$ cat config.mk
export PLATFORM = sky130hd
export DESIGN_NAME = power_seq
export DESIGN_NICKNAME = d
export VERILOG_FILES = /design/src/power_seq_pkg.sv /design/src/power_seq.sv
export SDC_FILE = /design/constraint.sdc
export NUM_CORES = 1
export LEC_CHECK = 0
export BUFFER_PORTS_ARGS = -buffer_cell sky130_fd_sc_hd__buf_2
export CAP_MARGIN = 5
export CORE_UTILIZATION = 35
export CTS_CLUSTER_DIAMETER = 40
export CTS_CLUSTER_SIZE = 10
export DETAILED_ROUTE_END_ITERATION = 8
export HOLD_SLACK_MARGIN = 0.1
export PLACE_DENSITY = 0.69
export SLEW_MARGIN = 20
export SYNTH_ARGS = -nofsm -noshare
export SYNTH_HDL_FRONTEND = slang
export SYNTH_SLANG_ARGS = --single-unit
export TNS_END_PERCENT = 30
$ cat constraint.sdc
create_clock -name clock -period 2.48 [get_ports clock]
set_input_delay 0.372 -clock clock [delete_from_list [all_inputs] [get_ports clock]]
set_output_delay 0.372 -clock clock [all_outputs]
set_load 0.01 [all_outputs]
$ cat src/power_seq_pkg.sv
// Constants, register map and state type for the dual rail power sequencer
//
// Overview of operation
// Voltage select pin picks low or high rail_a level
// Supervisor delays 33 us, running independently
// Power-up waits until both rails discharged
// Rail never discharged keeps device powered down
// Aux flag mirrors aux input against reference
// Thermal trip sets hot, clears when cool
// Thermal trip forces both regulator enables off
// Thermal release restarts power-up from beginning
// Combined enable is enable AND undervoltage ok; code also ANDs control register sw_enable_r
// Order select swaps rail order, down reversed
// Idle with regulators off while disabled
// Enable rise pulses first ramp reset, starts ramp
// First rail above threshold starts its delay
// First delay done restarts and ramps second rail
// Second rail above threshold starts its delay
// Second delay done raises rails valid flag
// Enable fall drops valid, disables first-off rail
// First-off rail discharged disables other rail
// Last rail discharged returns to idle
// Controller stays disabled while valid flag low
// Discharge switch is inverse of regulator enable
// Soft-start ramp lasts 260 us
// Enable fall during power-up starts power-down
// Asynchronous inputs pass two-stage synchronizer; code registers regulator_a_voltage_select and valid/aux readbacks once
`default_nettype none

package power_seq_pkg;

  // ---------------------------------------------------------------
  // Timing
  // ---------------------------------------------------------------
  localparam int CLK_PERIOD_NS  = 4;
  localparam int SVS_DELAY_NS   = 33000;
  localparam int RAMP_TIME_NS   = 260000;
  localparam int SVS_DELAY_CYC  = SVS_DELAY_NS / CLK_PERIOD_NS;
  localparam int RAMP_CYC       = RAMP_TIME_NS / CLK_PERIOD_NS;
  localparam int CNT_W          = 17;

  // ---------------------------------------------------------------
  // Register map
  // ---------------------------------------------------------------
  localparam logic [7:0]  CTRL_OFS        = 8'h00;
  localparam logic [7:0]  STATUS_OFS      = 8'h04;
  localparam int          CTRL_SW_EN_BIT  = 0;
  localparam logic        CTRL_SW_EN_RST  = 1'b1;
  localparam int          ST_STATE_LSB    = 0;
  localparam int          ST_EN_A_BIT     = 4;
  localparam int          ST_EN_B_BIT     = 5;
  localparam int          ST_VALID_BIT    = 6;
  localparam int          ST_THERM_BIT    = 7;
  localparam int          ST_AUX_BIT      = 8;
  localparam int          ST_COMB_EN_BIT  = 9;
  localparam int          ST_ORDER_BIT    = 10;
  localparam logic [1:0]  HTRANS_NONSEQ   = 2'h2;

  typedef enum logic [3:0] {
    ST_IDLE,
    ST_UP1_RAMP,
    ST_UP1_DELAY,
    ST_UP2_RAMP,
    ST_UP2_DELAY,
    ST_RUN,
    ST_DOWN1,
    ST_DOWN2
  } seq_state_e;

endpackage

`default_nettype wire

$ cat src/power_seq.sv
// Dual rail power sequencer with AHB-Lite status and control registers
`timescale 1ns/10ps
`default_nettype none

module power_seq
  import power_seq_pkg::*;
#(
  parameter int SVS_DELAY_CYCLES = SVS_DELAY_CYC,
  parameter int RAMP_CYCLES      = RAMP_CYC
)
(
  input  wire logic        clock,                 // System clock, 250 MHz
  input  wire logic        reset_n,               // Async reset, active low
  // AHB-Lite slave
  input  wire logic        hsel,                  // Slave select
  input  wire logic [31:0] haddr,                 // Byte address
  input  wire logic [1:0]  htrans,                // Transfer type
  input  wire logic        hwrite,                // Write when high
  input  wire logic [2:0]  hsize,                 // Transfer size
  input  wire logic [31:0] hwdata,                // Write data
  input  wire logic        hready,                // Bus ready in
  output logic      [31:0] hrdata,                // Read data
  output logic             hreadyout,             // Slave ready
  output logic             hresp,                 // Always OKAY
  // Pins and comparators
  input  wire logic        ext_enable,            // External enable pin
  input  wire logic        input_undervoltage_lock_ok,               // Undervoltage lock ok
  input  wire logic        temp_above_upper,      // Junction above trip point
  input  wire logic        temp_above_lower,      // Junction above release point
  input  wire logic        order_select,          // Rail order select
  input  wire logic        regulator_a_voltage_select,   // Regulator_a level select
  input  wire logic        rail_a_supervisor,     // Rail_a above supervisor level
  input  wire logic        rail_b_supervisor,     // Rail_b above supervisor level
  input  wire logic        rail_a_off_threshold,  // Rail_a below discharge level
  input  wire logic        rail_b_off_threshold,  // Rail_b below discharge level
  input  wire logic        aux_monitor_input,     // Aux input above reference
  input  wire logic        rails_valid_in,        // Valid pin level read back
  input  wire logic        aux_flag_in,           // Aux pin level read back
  output logic             regulator_a_enable,    // Regulator_a on
  output logic             regulator_b_enable,    // Regulator_b on
  output logic             rail_a_discharge,      // Rail_a pull-down on
  output logic             rail_b_discharge,      // Rail_b pull-down on
  output logic             ramp_node_first,       // Ramp restart pulse, first rail
  output logic             ramp_node_second,      // Ramp restart pulse, second rail
  output logic             ramp_a_active,         // Rail_a soft-start running
  output logic             ramp_b_active,         // Rail_b soft-start running
  output logic             delay_node_first,      // First rail delay running
  output logic             delay_node_second,     // Second rail delay running
  output logic             regulator_a_level_high,// Regulator_a high output level
  output logic             thermal_trip,          // Thermal shutdown active
  output logic             rails_valid_out,       // Open-drain data, always low
  output logic             rails_valid_oe,        // Pulls valid pin low
  output logic             aux_flag_out,          // Open-drain data, always low
  output logic             aux_flag_oe            // Pulls aux flag pin low
);

  // ---------------------------------------------------------------
  // Input synchronizers
  // ---------------------------------------------------------------
  localparam int NSYNC = 10;
  logic [NSYNC-1:0] meta_r;
  logic [NSYNC-1:0] sync_r;
  logic             en_s;
  logic             input_undervoltage_lock_s;
  logic             hot_up_s;
  logic             hot_lo_s;
  logic             order_s;
  logic             sup_a_s;
  logic             sup_b_s;
  logic             off_a_s;
  logic             off_b_s;
  logic             aux_s;

  always_ff @(posedge clock or negedge reset_n)
  begin
    if (!reset_n)
    begin
      meta_r <= '0;
      sync_r <= '0;
    end
    else
    begin
      meta_r <= {aux_monitor_input, rail_b_off_threshold, rail_a_off_threshold,
                 rail_b_supervisor, rail_a_supervisor, order_select,
                 temp_above_lower, temp_above_upper, input_undervoltage_lock_ok, ext_enable};
      sync_r <= meta_r;
    end
  end

  assign {aux_s, off_b_s, off_a_s, sup_b_s, sup_a_s, order_s,
          hot_lo_s, hot_up_s, input_undervoltage_lock_s, en_s} = sync_r;

  // ---------------------------------------------------------------
  // Control register and combined enable
  // ---------------------------------------------------------------
  logic sw_enable_r;
  logic comb_en;
  logic order_r;

  assign comb_en = en_s & input_undervoltage_lock_s & sw_enable_r;

  // ---------------------------------------------------------------
  // Thermal trip with hysteresis
  // ---------------------------------------------------------------
  always_ff @(posedge clock or negedge reset_n)
  begin
    if (!reset_n)
      thermal_trip <= 1'b0;
    else if (hot_up_s)
      thermal_trip <= 1'b1;
    else if (!hot_lo_s)
      thermal_trip <= 1'b0;
  end

  // ---------------------------------------------------------------
  // Sequencer
  // ---------------------------------------------------------------
  seq_state_e      state_r;
  seq_state_e      state_nxt;
  logic [CNT_W-1:0] dly_a_r;
  logic [CNT_W-1:0] dly_b_r;
  logic [CNT_W-1:0] ramp_a_r;
  logic [CNT_W-1:0] ramp_b_r;
  logic             sup_first;
  logic             sup_second;
  logic             off_first;
  logic             off_second;
  logic             dly_first_done;
  logic             dly_second_done;

  function automatic logic pick(input logic sel, input logic a, input logic b);
    pick = sel ? b : a;
  endfunction

  // Core (rail_a) leads when order is low
  assign sup_first       = pick(order_r, sup_a_s, sup_b_s);
  assign sup_second      = pick(order_r, sup_b_s, sup_a_s);
  assign off_first       = pick(order_r, off_a_s, off_b_s);
  assign off_second      = pick(order_r, off_b_s, off_a_s);
  assign dly_first_done  = pick(order_r, dly_a_r == CNT_W'(SVS_DELAY_CYCLES),
                                dly_b_r == CNT_W'(SVS_DELAY_CYCLES));
  assign dly_second_done = pick(order_r, dly_b_r == CNT_W'(SVS_DELAY_CYCLES),
                                dly_a_r == CNT_W'(SVS_DELAY_CYCLES));

  always_comb
  begin
    state_nxt = state_r;
    if (thermal_trip)
      state_nxt = ST_DOWN2;
    else
    begin
      unique case (state_r)
        ST_IDLE:      if (comb_en) state_nxt = ST_UP1_RAMP;
        ST_UP1_RAMP:  if (!comb_en) state_nxt = ST_DOWN1;
                      else if (sup_first) state_nxt = ST_UP1_DELAY;
        ST_UP1_DELAY: if (!comb_en) state_nxt = ST_DOWN1;
                      else if (dly_first_done) state_nxt = ST_UP2_RAMP;
        ST_UP2_RAMP:  if (!comb_en) state_nxt = ST_DOWN1;
                      else if (sup_second) state_nxt = ST_UP2_DELAY;
        ST_UP2_DELAY: if (!comb_en) state_nxt = ST_DOWN1;
                      else if (dly_second_done) state_nxt = ST_RUN;
        ST_RUN:       if (!comb_en) state_nxt = ST_DOWN1;
        ST_DOWN1:     if (off_second) state_nxt = ST_DOWN2;
        ST_DOWN2:     if (off_first && off_second)
                        state_nxt = ST_IDLE;
      endcase
    end
  end

  always_ff @(posedge clock or negedge reset_n)
  begin
    if (!reset_n)
      state_r <= ST_IDLE;
    else
      state_r <= state_nxt;
  end

  // Order latched only at idle so a pin change cannot split a sequence
  always_ff @(posedge clock or negedge reset_n)
  begin
    if (!reset_n)
      order_r <= 1'b0;
    else if (state_r == ST_IDLE)
      order_r <= order_s;
  end

  // ---------------------------------------------------------------
  // Enables, discharge switches and valid flag
  // ---------------------------------------------------------------
  logic first_on_nxt;
  logic second_on_nxt;
  logic en_a_nxt;
  logic en_b_nxt;
  logic valid_nxt;

  assign first_on_nxt  = !thermal_trip && state_nxt inside {ST_UP1_RAMP, ST_UP1_DELAY,
                         ST_UP2_RAMP, ST_UP2_DELAY, ST_RUN, ST_DOWN1};
  assign second_on_nxt = !thermal_trip && state_nxt inside {ST_UP2_RAMP, ST_UP2_DELAY,
                         ST_RUN};
  assign en_a_nxt      = pick(order_r, first_on_nxt, second_on_nxt);
  assign en_b_nxt      = pick(order_r, second_on_nxt, first_on_nxt);
  assign valid_nxt     = (state_nxt == ST_RUN);

  always_ff @(posedge clock or negedge reset_n)
  begin
    if (!reset_n)
    begin
      regulator_a_enable <= 1'b0;
      regulator_b_enable <= 1'b0;
      rail_a_discharge   <= 1'b1;
      rail_b_discharge   <= 1'b1;
    end
    else
    begin
      regulator_a_enable <= en_a_nxt;
      regulator_b_enable <= en_b_nxt;
      rail_a_discharge   <= !en_a_nxt;
      rail_b_discharge   <= !en_b_nxt;
    end
  end

  // Pin pulled low holds the controller in reset
  always_ff @(posedge clock or negedge reset_n)
  begin
    if (!reset_n)
      rails_valid_oe <= 1'b1;
    else
      rails_valid_oe <= !valid_nxt;
  end

  assign rails_valid_out = 1'b0;

  // ---------------------------------------------------------------
  // Ramp restart pulses and soft-start timers
  // ---------------------------------------------------------------
  logic start_first;
  logic start_second;
  logic start_a;
  logic start_b;

  assign start_first  = (state_r == ST_IDLE) && (state_nxt == ST_UP1_RAMP);
  assign start_second = (state_r == ST_UP1_DELAY) && (state_nxt == ST_UP2_RAMP);
  assign start_a      = pick(order_r, start_first, start_second);
  assign start_b      = pick(order_r, start_second, start_first);

  always_ff @(posedge clock or negedge reset_n)
  begin
    if (!reset_n)
    begin
      ramp_node_first  <= 1'b0;
      ramp_node_second <= 1'b0;
    end
    else
    begin
      ramp_node_first  <= start_first;
      ramp_node_second <= start_second;
    end
  end

  always_ff @(posedge clock or negedge reset_n)
  begin
    if (!reset_n)
    begin
      ramp_a_r      <= '0;
      ramp_b_r      <= '0;
      ramp_a_active <= 1'b0;
      ramp_b_active <= 1'b0;
    end
    else
    begin
      if (start_a || !en_a_nxt)
        ramp_a_r <= '0;
      else if (ramp_a_r != CNT_W'(RAMP_CYCLES))
        ramp_a_r <= ramp_a_r + 1'b1;
      if (start_b || !en_b_nxt)
        ramp_b_r <= '0;
      else if (ramp_b_r != CNT_W'(RAMP_CYCLES))
        ramp_b_r <= ramp_b_r + 1'b1;
      ramp_a_active <= en_a_nxt && (ramp_a_r < CNT_W'(RAMP_CYCLES - 1));
      ramp_b_active <= en_b_nxt && (ramp_b_r < CNT_W'(RAMP_CYCLES - 1));
    end
  end

  // ---------------------------------------------------------------
  // Supervisor delay timers, one per rail
  // ---------------------------------------------------------------
  logic dly_first_run;
  logic dly_second_run;
  logic dly_a_run;
  logic dly_b_run;

  assign dly_first_run  = (state_r == ST_UP1_DELAY);
  assign dly_second_run = (state_r == ST_UP2_DELAY);
  assign dly_a_run      = pick(order_r, dly_first_run, dly_second_run);
  assign dly_b_run      = pick(order_r, dly_second_run, dly_first_run);

  always_ff @(posedge clock or negedge reset_n)
  begin
    if (!reset_n)
    begin
      dly_a_r <= '0;
      dly_b_r <= '0;
    end
    else
    begin
      dly_a_r <= dly_a_run ? dly_a_r + 1'b1 : '0;
      dly_b_r <= dly_b_run ? dly_b_r + 1'b1 : '0;
    end
  end

  always_ff @(posedge clock or negedge reset_n)
  begin
    if (!reset_n)
    begin
      delay_node_first  <= 1'b0;
      delay_node_second <= 1'b0;
    end
    else
    begin
      delay_node_first  <= (state_nxt == ST_UP1_DELAY);
      delay_node_second <= (state_nxt == ST_UP2_DELAY);
    end
  end

  // ---------------------------------------------------------------
  // Aux monitor and voltage select, independent of the sequencer
  // ---------------------------------------------------------------
  always_ff @(posedge clock or negedge reset_n)
  begin
    if (!reset_n)
    begin
      aux_flag_oe            <= 1'b1;
      regulator_a_level_high <= 1'b0;
    end
    else
    begin
      aux_flag_oe            <= !aux_s;
      regulator_a_level_high <= regulator_a_voltage_select;
    end
  end

  assign aux_flag_out = 1'b0;

  // ---------------------------------------------------------------
  // AHB-Lite slave, zero wait states
  // ---------------------------------------------------------------
  logic        acc_valid;
  logic        wr_pend_r;
  logic [7:0]  wr_addr_r;
  logic [31:0] status_word;

  assign acc_valid = hsel && hready && (htrans == HTRANS_NONSEQ);

  always_comb
  begin
    status_word                 = '0;
    status_word[ST_STATE_LSB+:4] = state_r;
    status_word[ST_EN_A_BIT]    = regulator_a_enable;
    status_word[ST_EN_B_BIT]    = regulator_b_enable;
    status_word[ST_VALID_BIT]   = rails_valid_in;
    status_word[ST_THERM_BIT]   = thermal_trip;
    status_word[ST_AUX_BIT]     = aux_flag_in;
    status_word[ST_COMB_EN_BIT] = comb_en;
    status_word[ST_ORDER_BIT]   = order_r;
  end

  always_ff @(posedge clock or negedge reset_n)
  begin
    if (!reset_n)
    begin
      wr_pend_r <= 1'b0;
      wr_addr_r <= '0;
      hrdata    <= '0;
      hreadyout <= 1'b1;
      hresp     <= 1'b0;
    end
    else
    begin
      wr_pend_r <= acc_valid && hwrite;
      wr_addr_r <= haddr[7:0];
      hreadyout <= 1'b1;
      hresp     <= 1'b0;
      if (acc_valid && !hwrite)
      begin
        if (haddr[7:0] == CTRL_OFS)
          hrdata <= {31'h0, sw_enable_r};
        else if (haddr[7:0] == STATUS_OFS)
          hrdata <= status_word;
        else
          hrdata <= 32'h0;
      end
    end
  end

  always_ff @(posedge clock or negedge reset_n)
  begin
    if (!reset_n)
      sw_enable_r <= CTRL_SW_EN_RST;
    else if (wr_pend_r && wr_addr_r == CTRL_OFS)
      sw_enable_r <= hwdata[CTRL_SW_EN_BIT];
  end

  // ---------------------------------------------------------------
  // Assertions
  // ---------------------------------------------------------------
  property p_discharge_inverse;
    @(posedge clock) disable iff (!reset_n)
      (rail_a_discharge == !regulator_a_enable) && (rail_b_discharge == !regulator_b_enable);
  endproperty
  a_discharge_inverse: assert property (p_discharge_inverse)
    else $error("discharge switch not inverse of enable");

  property p_thermal_off;
    @(posedge clock) disable iff (!reset_n)
      thermal_trip |=> !regulator_a_enable && !regulator_b_enable;
  endproperty
  a_thermal_off: assert property (p_thermal_off)
    else $error("regulator enabled during thermal trip");

  property p_thermal_hold;
    @(posedge clock) disable iff (!reset_n)
      thermal_trip && hot_lo_s |=> thermal_trip;
  endproperty
  a_thermal_hold: assert property (p_thermal_hold)
    else $error("thermal trip released above lower point");

  property p_valid_drop;
    @(posedge clock) disable iff (!reset_n)
      (state_r == ST_RUN) && !comb_en && !thermal_trip |=> rails_valid_oe && (state_r == ST_DOWN1);
  endproperty
  a_valid_drop: assert property (p_valid_drop)
    else $error("valid flag not dropped on disable");

  property p_first_pulse;
    @(posedge clock) disable iff (!reset_n)
      (state_r == ST_IDLE) && comb_en && !thermal_trip |=> ramp_node_first ##1 !ramp_node_first;
  endproperty
  a_first_pulse: assert property (p_first_pulse)
    else $error("first ramp restart pulse missing");

  property p_valid_rise;
    @(posedge clock) disable iff (!reset_n)
      $fell(rails_valid_oe) |-> $past(state_r) == ST_UP2_DELAY;
  endproperty
  a_valid_rise: assert property (p_valid_rise)
    else $error("valid flag raised outside second delay end");

  property p_wait_discharge;
    @(posedge clock) disable iff (!reset_n)
      (state_r == ST_DOWN2) && !(off_a_s && off_b_s) |=> state_r != ST_IDLE;
  endproperty
  a_wait_discharge: assert property (p_wait_discharge)
    else $error("idle reached before both rails discharged");

  property p_order;
    @(posedge clock) disable iff (!reset_n)
      $rose(regulator_b_enable) && !order_r |-> regulator_a_enable;
  endproperty
  a_order: assert property (p_order)
    else $error("rail_b enabled before rail_a");

  property p_aux;
    @(posedge clock) disable iff (!reset_n)
      aux_s |=> !aux_flag_oe;
  endproperty
  a_aux: assert property (p_aux)
    else $error("aux flag not released");

endmodule

`default_nettype wire

Word level (Yosys, flattened, before mapping)
Cells that the tools add are included.
{"block": "totals", "input_bits": 87, "word_cells": 117, "register_bits": 149}
{"block": "op_classes", "muxes": 36, "n_reduce_logical": 27, "magnitude_cmp": 2, "n_eq_ne": 20, "bitwise": 2, "n_addsub": 4}
{"op": "$mux W17", "n": 6}
{"op": "$add A17 B1 Y17 const B", "n": 4}
{"op": "$mux W4", "n": 13}
{"op": "$eq A17 B14 Y1 const B", "n": 2}
{"op": "$lt A17 B16 Y1 const B", "n": 2}
{"op": "$ne A17 B16 Y1 const B", "n": 2}
{"op": "$pmux W4 S8", "n": 1}
{"op": "$eq A4 B3 Y1 const B", "n": 7}
{"op": "$mux W11", "n": 2}
{"op": "$eq A4 B2 Y1 const B", "n": 4}
{"op": "$logic_not A8 Y1", "n": 2}
{"op": "$mux W1", "n": 14}
{"op": "$logic_and A1 B1 Y1", "n": 12}
{"op": "$eq A4 B1 Y1 const B", "n": 2}
{"op": "$eq A8 B3 Y1 const B", "n": 1}
{"op": "$logic_not A1 Y1", "n": 6}
{"op": "$reduce_bool A6 Y1", "n": 1}
{"op": "$logic_not A4 Y1", "n": 1}
{"op": "$reduce_bool A2 Y1", "n": 2}
{"op": "$reduce_bool A3 Y1", "n": 1}
{"op": "$and A1 B1 Y1", "n": 2}
{"op": "$eq A2 B2 Y1 const B", "n": 1}
{"op": "$logic_or A1 B1 Y1", "n": 2}
{"op": "$ne A2 B2 Y1 const B", "n": 1}

Longest topological paths before layout
Gate-level depths: netlist of the first run.
{"block": "depth", "ltp_word": 13, "depth_mapped": 10}

Worst setup path before layout of the first run
No wires, ideal clock.
{"block": "synth_timing", "path_kind": "register -> register", "start": "register dly_a_r[0]", "end": "register ramp_b_r[10]", "period_less_slack_ps": 2331, "setup_time_ps": 141, "arrival_ps": 2190, "slack_ps": 149, "stages_incl_launch_ff": 11, "path_buffers": 1, "required_time_ps": 2339, "path_cell_list": "dfrtp_1 inv_1 ha_1 nor4bb_1 nand4_1 mux2i_1 a311oi_2 or3b_2 o211ai_4 buf_6 o31ai_2"}
{"block": "synth_via", "elab_chain_cells": 13}
{"element": "from (decl)", "line": "power_seq.sv:120", "source": "logic [CNT_W-1:0] dly_a_r;"}
{"element": "from (signal assigned)", "line": "power_seq.sv:306", "source": "dly_a_r <= dly_a_run ? dly_a_r + 1'b1 : '0;"}
{"element": "$eq A17 B14 Y1 *", "line": "power_seq.sv:140, power_seq.sv:143"}
{"element": "$mux W1", "line": "power_seq.sv:132", "source": "pick = sel ? b : a;"}
{"element": "$mux W4, on equally long branches", "line": "power_seq.sv:161, power_seq.sv:157"}
{"element": "$mux W4, on equally long branches", "line": "power_seq.sv:160, power_seq.sv:156"}
{"element": "$pmux W4 S8 *", "line": "power_seq.sv:152", "source": "unique case (state_r)"}
{"element": "$mux W4 *", "line": "power_seq.sv:148", "source": "if (thermal_trip)"}
{"element": "$eq A4 B1 Y1, or another cell as far along", "line": "power_seq.sv:196, power_seq.sv:241"}
{"element": "$reduce_bool A6 Y1 / $reduce_bool A3 Y1 (equally long branches)", "line": "power_seq.sv:196, power_seq.sv:198"}
{"element": "$logic_and A1 B1 Y1, on equally long branches", "line": "power_seq.sv:196, power_seq.sv:198"}
{"element": "$mux W1", "line": "power_seq.sv:132"}
{"element": "$logic_not A1 Y1", "line": "power_seq.sv:275", "source": "if (start_b || !en_b_nxt)"}
{"element": "$logic_or A1 B1 Y1 *", "line": "power_seq.sv:275"}
{"element": "$mux W17 / $reduce_bool A2 Y1 (equally long branches)"}
{"element": "to (signal assigned)", "line": "power_seq.sv:278", "source": "ramp_b_r <= ramp_b_r + 1'b1;"}
{"element": "to (decl)", "line": "power_seq.sv:123", "source": "logic [CNT_W-1:0] ramp_b_r;"}
Mark *: on every way between the ends. The rest lies on a longest branch, timed or not.
A chain may end at the register's enable or synchronous reset.

Worst setup path after layout of the first run
{"block": "layout_timing", "start": "register order_r", "end": "register ramp_b_r[16]"}
{"block": "layout_via", "elab_chain_cells": 12}
{"element": "from (decl)", "line": "power_seq.sv:98", "source": "logic order_r;"}
{"element": "from (signal assigned)", "line": "power_seq.sv:184", "source": "order_r <= order_s;"}
{"element": "$mux W1", "line": "power_seq.sv:132"}
{"element": "$mux W4, or another cell as far along", "line": "power_seq.sv:161", "source": "else if (dly_second_done) state_nxt = ST_RUN;"}
{"element": "$mux W4, on equally long branches"}
{"element": "$pmux W4 S8", "line": "power_seq.sv:152"}
{"element": "$mux W4", "line": "power_seq.sv:148"}
{"element": "$eq A4 B1 Y1, or another cell as far along", "line": "power_seq.sv:196, power_seq.sv:241"}
{"element": "$reduce_bool A6 Y1 / $reduce_bool A3 Y1 (equally long branches)", "line": "power_seq.sv:196, power_seq.sv:198"}
{"element": "$logic_and A1 B1 Y1, on equally long branches", "line": "power_seq.sv:196, power_seq.sv:198"}
{"element": "$mux W1", "line": "power_seq.sv:132"}
{"element": "$logic_not A1 Y1", "line": "power_seq.sv:275"}
{"element": "$logic_or A1 B1 Y1 *", "line": "power_seq.sv:275"}
{"element": "$mux W17 / $reduce_bool A2 Y1 (equally long branches)"}
Marks and branches as above.

==> metrics, run 1 <==
outcome complete, no violations; Routed WL roughly 14 mm; PwrDens a little over 600 mW/mm²; nets about 860; Netlist Area Pre-Place between 0.006 and 0.007 mm²; Synth cell types 52; cells after synthesis around 620; vias in the first global route 4840; Post-synth EDFFs 0; CTS Root Cell clkbuf_16; Core Box Area between 0.015 and 0.02 mm²; largest net degree at the start of global routing 52; Pleak between 3 and 4 nW; Filler cells ~1500; max_slew headroom 54.9%; Startpoint Class flop; port buffer count 53; DR pass1 iterations 4; starting density of the core between 30 and 40%; first-pass GRT wire length 22.8 mm; Tmin final around 2.4 ns; FF+latch count, synth 128; DIE HEIGHT roughly 140 µm; TritonCTS sink count roughly 130; # setup viols final 0; leading area contributor after synthesis dfrtp_1; Placed Area slightly above 0.007 mm²; count leader, synth dfrtp_1; Residual DRC 0; row count 48; Die X approximately 140 µm; non-filler cells in the finished layout approximately 1000; fin crit share a little over nine tenths; initial antenna violation count 0; Seq/Total Area, Yosys 50.4%; top post-synthesis cells by count 123 x dfrtp_1, 78 x nor2_1, 51 x nand2_1; die area between 0.015 and 0.02 mm²; fmax 0.412 GHz; asr flop ratio synth 100%; Worst Setup End Kind flop; via count approximately 4900; top cell type's share of synthesized area 48.4%; Fin Clk Skew 0.00852 ns; Total GRT Usage between 10% and 20%; Avg Inst Size Synth approximately 10 µm²; Clk Latency, worst-skew pair 0.42 ns; RSZ-0062 raised after global routing true; CTS tree done; total area of sequential cells 0.00321 mm²; placed insts between 900 and 1000; Worst VDD drop approximately 600 µV; top_reg_cell synth dfrtp_1; number of warnings issued by yosys 0; GRT overflow 0; DRT iter0 DRCs 274; worst slew pin tran around 0.68 ns; number of vias per cell about 5; Final Max Tran Viols 0; top cells by area, synth dfrtp_1 48%, nor2_1 4.6%, xor2_1 4.3%, xnor2_1 3.9%, o31ai_2 3.5%; Final ANT Viol Nets 0; area of the multi-input gates roughly 0.0032 mm²; Max-Cap Viols 0; Inserted Clock Buffers 17; clock tree buffer depth 2; detailed placement HPWL ~9 mm; CP required ~2.8 ns; Critical Path Fanout Max 5; CP Class flop to flop; Fin. Hold Viols 0; Ports between 100 and 150; Hold Crit Class input port to flop; GPL Wtd Cong roughly 0.79; layout cell share with drive strength beyond 1 around 28%; Clock transition at path regs 0.06 ns; # diodes 0; drt wl/cell roughly 14 µm; final instance area between 0.008 and 0.009 mm²; htree depth 4; Arrival @ worst endpoint 2.71 ns; area grow syn2layout 32.9%
layout by cell type (no fill, tap or decap), drive strengths merged, types with 14 or more instances in the layout:
| master | netlist | final |
|---|---|---|
| buf | 33 | 125 |
| dfrtp | 123 | 123 |
| nor2 | 78 | 78 |
| nand2 | 52 | 52 |
| xor2 | 31 | 31 |
| xnor2 | 28 | 28 |
| o21ai | 27 | 27 |
| conb | 2 | 25 |
| nand3 | 24 | 24 |
| o31ai | 22 | 22 |
| dlygate4sd3 | 0 | 20 |
| clkbuf | 19 | 20 |
| inv | 15 | 20 |
| nand4 | 16 | 16 |
| and3 | 16 | 16 |
| nor3 | 14 | 14 |
layer usage:
| metal | share of wire [%] | track usage, % | vias up |
|---|---|---|---|
| met2 | 49 | 26.1 | 103 |
| met4 | 1.0 | 5.13 | 0 |
| met5 | 0 | 0 | - |
| li1 | - | - | 2421 |
| met3 | 4.7 | 4.19 | 13 |
| met1 | 45 | 19.5 | 2387 |
kinds of logic (layout without fill, tap and decap cells):
family	Yosys count	after routing	synth area share, %
and+or+nand+nor	245	245	19.0
xor gates and xnor gates	59	59	8.12
muxes	12	12	2.01
adders and majority gates	8	8	1.57
buffers and inverters	67	194	5.86
AOI/OAI and AO/OA	103	103	12.9
DFF	128	128	50.4
other	2	25	0.118
repair_timing:
action,4_1_cts,5_1_grt
gates cloned,1,2
setup buffers,6,3
hold buffers,20,0
setup endpoints to repair,34,40
gates resized for setup,12,57
endpoints found under the hold margin,65,0
pin swaps,6,22
worst paths after layout:
path	slack, ns	end	cells past startpoint	start
worst max-delay path	0.06	ramp_b_r[16]$_DFFE_PN0P_	10	order_r$_DFFE_PN0N_
worst min-delay path	0.18	hrdata[6]$_DFFE_PN0P_	2	rails_valid_in
worst max register to register	0.06	ramp_b_r[16]$_DFFE_PN0P_	10	order_r$_DFFE_PN0N_
worst min register to register	0.35	sync_r[1]$_DFF_PN0_	0	meta_r[1]$_DFF_PN0_
max in group asynchronous	1.22	aux_flag_oe$_DFF_PN1_	3	reset_n
min in group asynchronous	0.55	meta_r[3]$_DFF_PN0_	2	reset_n
flip-flops by register name (all words and copies together), names as in the netlist, 4 cells and up:
register,count
wr_addr_r,8
state_r,4
sync_r,10
ramp_a_r,17
dly_a_r,17
dly_b_r,17
hrdata,11
meta_r,10
ramp_b_r,17
where the power goes:
part	total [W]	internal, W	switching (W)
combinational	0.000544	0.000218	0.000326
sequential	0.00218	0.00215	0.0000302
clock	0.00249	0.00152	0.000975
cell type report:
| type | count | share of cell area (%) |
|---|---|---|
| Sequential cell | 128 | 38.0 |
| Tap cell | 225 | 3.33 |
| Clock buffer | 18 | 5.19 |
| Clock inverter | 14 | 1.82 |
| Inverter | 15 | 0.666 |
| Multi-Input combinational cell | 452 | 37.3 |
| Timing Repair Buffer | 147 | 13.7 |
worst max-delay path, stage by stage, from the launching register on:
cell and delay (ns):
dfrtp_2 0.44, mux2_2 0.25, nor2b_1 0.05, o311a_1 0.35, a311oi_2 0.23, buf_4 0.21
a21oi_4 0.07, o211ai_4 0.30, buf_6 0.18, clkbuf_16 0.15, o31ai_2 0.05
through the flow:
stage          TNS [ns]  setup slack [ns]  total power (W)  hold slack [ns]  util, %
3_5_place_dp      -5.14            -0.222          0.00265            0.336     41.2
4_1_cts               0           0.00426          0.00521            0.176     46.4
6_report              0            0.0553          0.00521            0.181     48.2
3_3_place_gp      -4.16            -0.185          0.00265            0.335     41.2
5_1_grt          -0.473           -0.0489          0.00541            0.177     48.2
2_1_floorplan         0             0.149          0.00247           0.0764        -
No activity file was read; power rests on OpenSTA's default activity.
==> inputs of run 2 (changes only) <==
--- a/config.mk
+++ b/config.mk
@@ -5,14 +5,17 @@
 export SDC_FILE = /design/constraint.sdc
 export NUM_CORES = 1
 export LEC_CHECK = 0
+export ABC_CLOCK_PERIOD_IN_PS = 2480
 export BUFFER_PORTS_ARGS = -buffer_cell sky130_fd_sc_hd__buf_2
 export CAP_MARGIN = 5
+export CELL_PAD_IN_SITES_DETAIL_PLACEMENT = 1
+export CELL_PAD_IN_SITES_GLOBAL_PLACEMENT = 1
 export CORE_UTILIZATION = 35
 export CTS_CLUSTER_DIAMETER = 40
 export CTS_CLUSTER_SIZE = 10
 export DETAILED_ROUTE_END_ITERATION = 8
 export HOLD_SLACK_MARGIN = 0.1
-export PLACE_DENSITY = 0.69
+export PLACE_DENSITY = 0.83
 export SLEW_MARGIN = 20
 export SYNTH_ARGS = -nofsm -noshare
 export SYNTH_HDL_FRONTEND = slang
==> run 2 against run 1 <==
Routed wire length is 47% higher. Cell area is 0.28% higher. Register-to-register slack worse by 0.11 ns. Sequential share of layout area is 0.11 points lower. Die area stayed put. Sequential power hardly changed. Clock power is 2% higher. Critical path depth is 3 higher. First-iteration DRC count is 19% higher. Utilization is 0.14 points higher. The flow now finishes with violations (negative setup slack). Via count is 11% higher. Critical endpoint is now ramp_b_r[4]$_DFFE_PN0P_.
==> metrics, run 2 (same netlist as run 1, synthesis figures left out) <==
post-route setup TNS -0.144 ns (-0.144 ns); Fin Clk Skew 0.0140 ns (+0.00549 ns); fin crit share 102% (+4.5 points); Setup WS post-layout -0.0559 ns (-0.111 ns); TritonCTS sink count 128 (unchanged); Hold Crit Class input port to flop; drt wl/cell 21.0 µm (+48%); Startpoint Class flop; DIE HEIGHT 137 µm (unchanged); Clock transition at path regs 0.06 ns (about the same); GRT overflow 0 (unchanged); via count 5461 (+11%); Fin. Hold Viols 0 (unchanged); row count 48 (unchanged); total area of sequential cells 0.00321 mm² (unchanged); PwrDens 629 mW/mm² (+2.1%); CTS Root Cell clkbuf_16; Arrival @ worst endpoint 2.87 ns (+0.16 ns); Final Power 0.00534 W (+2.4%); max_slew headroom 57.7% (+2.8 points); Residual DRC 0 (unchanged); # setup viols final 9 (+9); Psw 0.00137 W (+2.9%); first-pass GRT wire length 31.2 mm (+37%); largest net degree at the start of global routing 56 (+7.7%); Placed Area 0.00722 mm² (about the same); area grow syn2layout 33.3%; most frequent cells in the layout 120 x dfrtp_1, 75 x nor2_1, 61 x buf_4, 52 x buf_2, 51 x nand2_1; initial antenna violation count 0 (unchanged); Pleak 3.67 nW (+0.41%); Comb pwr share 11.2% (+0.8 points); worst slew pin tran 0.635 ns (-0.0418 ns); layout cell share with drive strength beyond 1 28.8% (+1.2 points); RSZ-0062 raised after global routing true; clock tree buffer depth 2 (unchanged); Final Max Tran Viols 0 (unchanged); CP required 2.82 ns (+0.06 ns); non-filler cells in the finished layout 998 (-0.10%); nets 855 (-0.12%); Filler cells 1931 (+26%); starting density of the core 36.3% (unchanged); port buffer count 53 (unchanged); placed insts 937 (+0.11%); CP Class flop to flop; Critical Path Fanout Max 7 (+2); Max-Cap Viols 0 (unchanged); CTS tree done; Clk Latency, worst-skew pair 0.45 ns (+0.03 ns); sw frac 25.7% (+0.14 points); Final ANT Viol Nets 0 (unchanged); clock power share 47.9% (about the same); number of vias per cell 5.47 (+11%); Tmin final 2.54 ns (+0.111 ns); Worst Setup End Kind flop; Worst VDD drop 474 µV (-21%); DRT iter0 DRCs 325 (+19%); die area 0.0187 mm² (unchanged); Die X 137 µm (unchanged); vias in the first global route 5783 (+19%); outcome finished with violations; area of the multi-input gates 0.00320 mm² (+1.4%); DR pass1 iterations 4 (unchanged); Ports 137 (unchanged); fmax 0.394 GHz (-4.4%); Hold Worst Slack 0.159 ns (-0.0225 ns); Total GRT Usage 22.4% (+6.7 points); Core Box Area 0.0175 mm² (unchanged); detailed placement HPWL 11.4 mm (+27%); htree depth 4 (unchanged); Routed WL 20.9 mm (+47%); # diodes 0 (unchanged); final instance area 0.00848 mm² (+0.28%); sequential share of power 40.9% (-0.8 points); GPL Wtd Cong 0.803 (+1.9%); worst hold path stage count 2 (unchanged); violated checks negative setup slack; Internal 0.00397 W (+2.2%); commonest non-fill, non-tap cell in the layout dfrtp_1; reg2reg path depth 13 (+3); Inserted Clock Buffers 17 (unchanged)
## run 2: cell count changes in the layout (fill, tap and decap cells not counted), sizes merged
cell / before / now
bufinv: 2 / 3
clkbuf: 20 / 22
clkinv: 4 / 6
clkinvlp: 3 / 2
inv: 20 / 15
## run 2: through the flow
step                worst slack, ns  utilization, %
floorplan                     0.149               -
global placement             -0.141            41.2
detailed placement           -0.269            41.2
CTS                         -0.0330            46.9
global route                 -0.159            48.4
finish                      -0.0559            48.4
## run 2: critical path, stage by stage (launching register included)
cell and delay, ns:
dfrtp_1 0.38, inv_1 0.06, ha_2 0.17, nor4b_4 0.18, nand4_1 0.19, buf_4 0.19, nor2_2 0.11, o311ai_1 0.13
buf_4 0.21, a21oi_4 0.15, o211ai_4 0.10, buf_12 0.16, clkbuf_16 0.16, o31ai_2 0.23
## run 2: power groups by stage
stage,Sequential [W],Clock (W),Combinational [W]
finish,0.00218,0.00255,0.000597
global route,0.00219,0.00265,0.000637
CTS,0.00218,0.00256,0.000526
detailed placement,0.00221,0,0.000454
global placement,0.00221,0,0.000438
floorplan,0.00221,0,0.000260
## run 2: path summary, 6_finish.rpt
| check | slack (ns) | start | end |
|---|---|---|---|
| setup / recovery | -0.06 | dly_b_r[0]$_DFF_PN0_ | ramp_b_r[4]$_DFFE_PN0P_ |
| hold / removal | 0.16 | rails_valid_in | hrdata[6]$_DFFE_PN0P_ |
| setup reg to reg | -0.06 | dly_b_r[0]$_DFF_PN0_ | ramp_b_r[4]$_DFFE_PN0P_ |
| hold reg to reg | 0.35 | meta_r[9]$_DFF_PN0_ | sync_r[9]$_DFF_PN0_ |
| max in group asynchronous | 1.30 | reset_n | sw_enable_r$_DFFE_PN1P_ |
| min in group asynchronous | 0.46 | reset_n | meta_r[6]$_DFF_PN0_ |
## run 2: what timing repair did
action | in CTS | in global routing
buffers inserted | 5 | 3
gates resized for setup | 31 | 49
hold buffers | 20 | 0
setup endpoints to repair | 35 | 41
gates cloned | 3 | 1
pin swaps | 18 | 22
endpoints found under the hold margin | 69 | 0
## run 2: cell type report
type | instances | share of cell area [%]
clock inverter | 11 | 1.64
clock buffer | 21 | 5.31
timing repair buffer | 146 | 13.5
sequential | 128 | 37.9
inverter | 15 | 0.664
multi-input combinational | 452 | 37.7
tap | 225 | 3.32
## run 2: metal layers
layer | GRT usage, % | part of all wire (%) | up-vias
li1 | - | - | 2419
met1 | 25.1 | 40 | 2808
met2 | 38.8 | 52 | 163
met3 | 5.89 | 4.6 | 71
met4 | 11.5 | 4.0 | 0
met5 | 0 | 0 | -
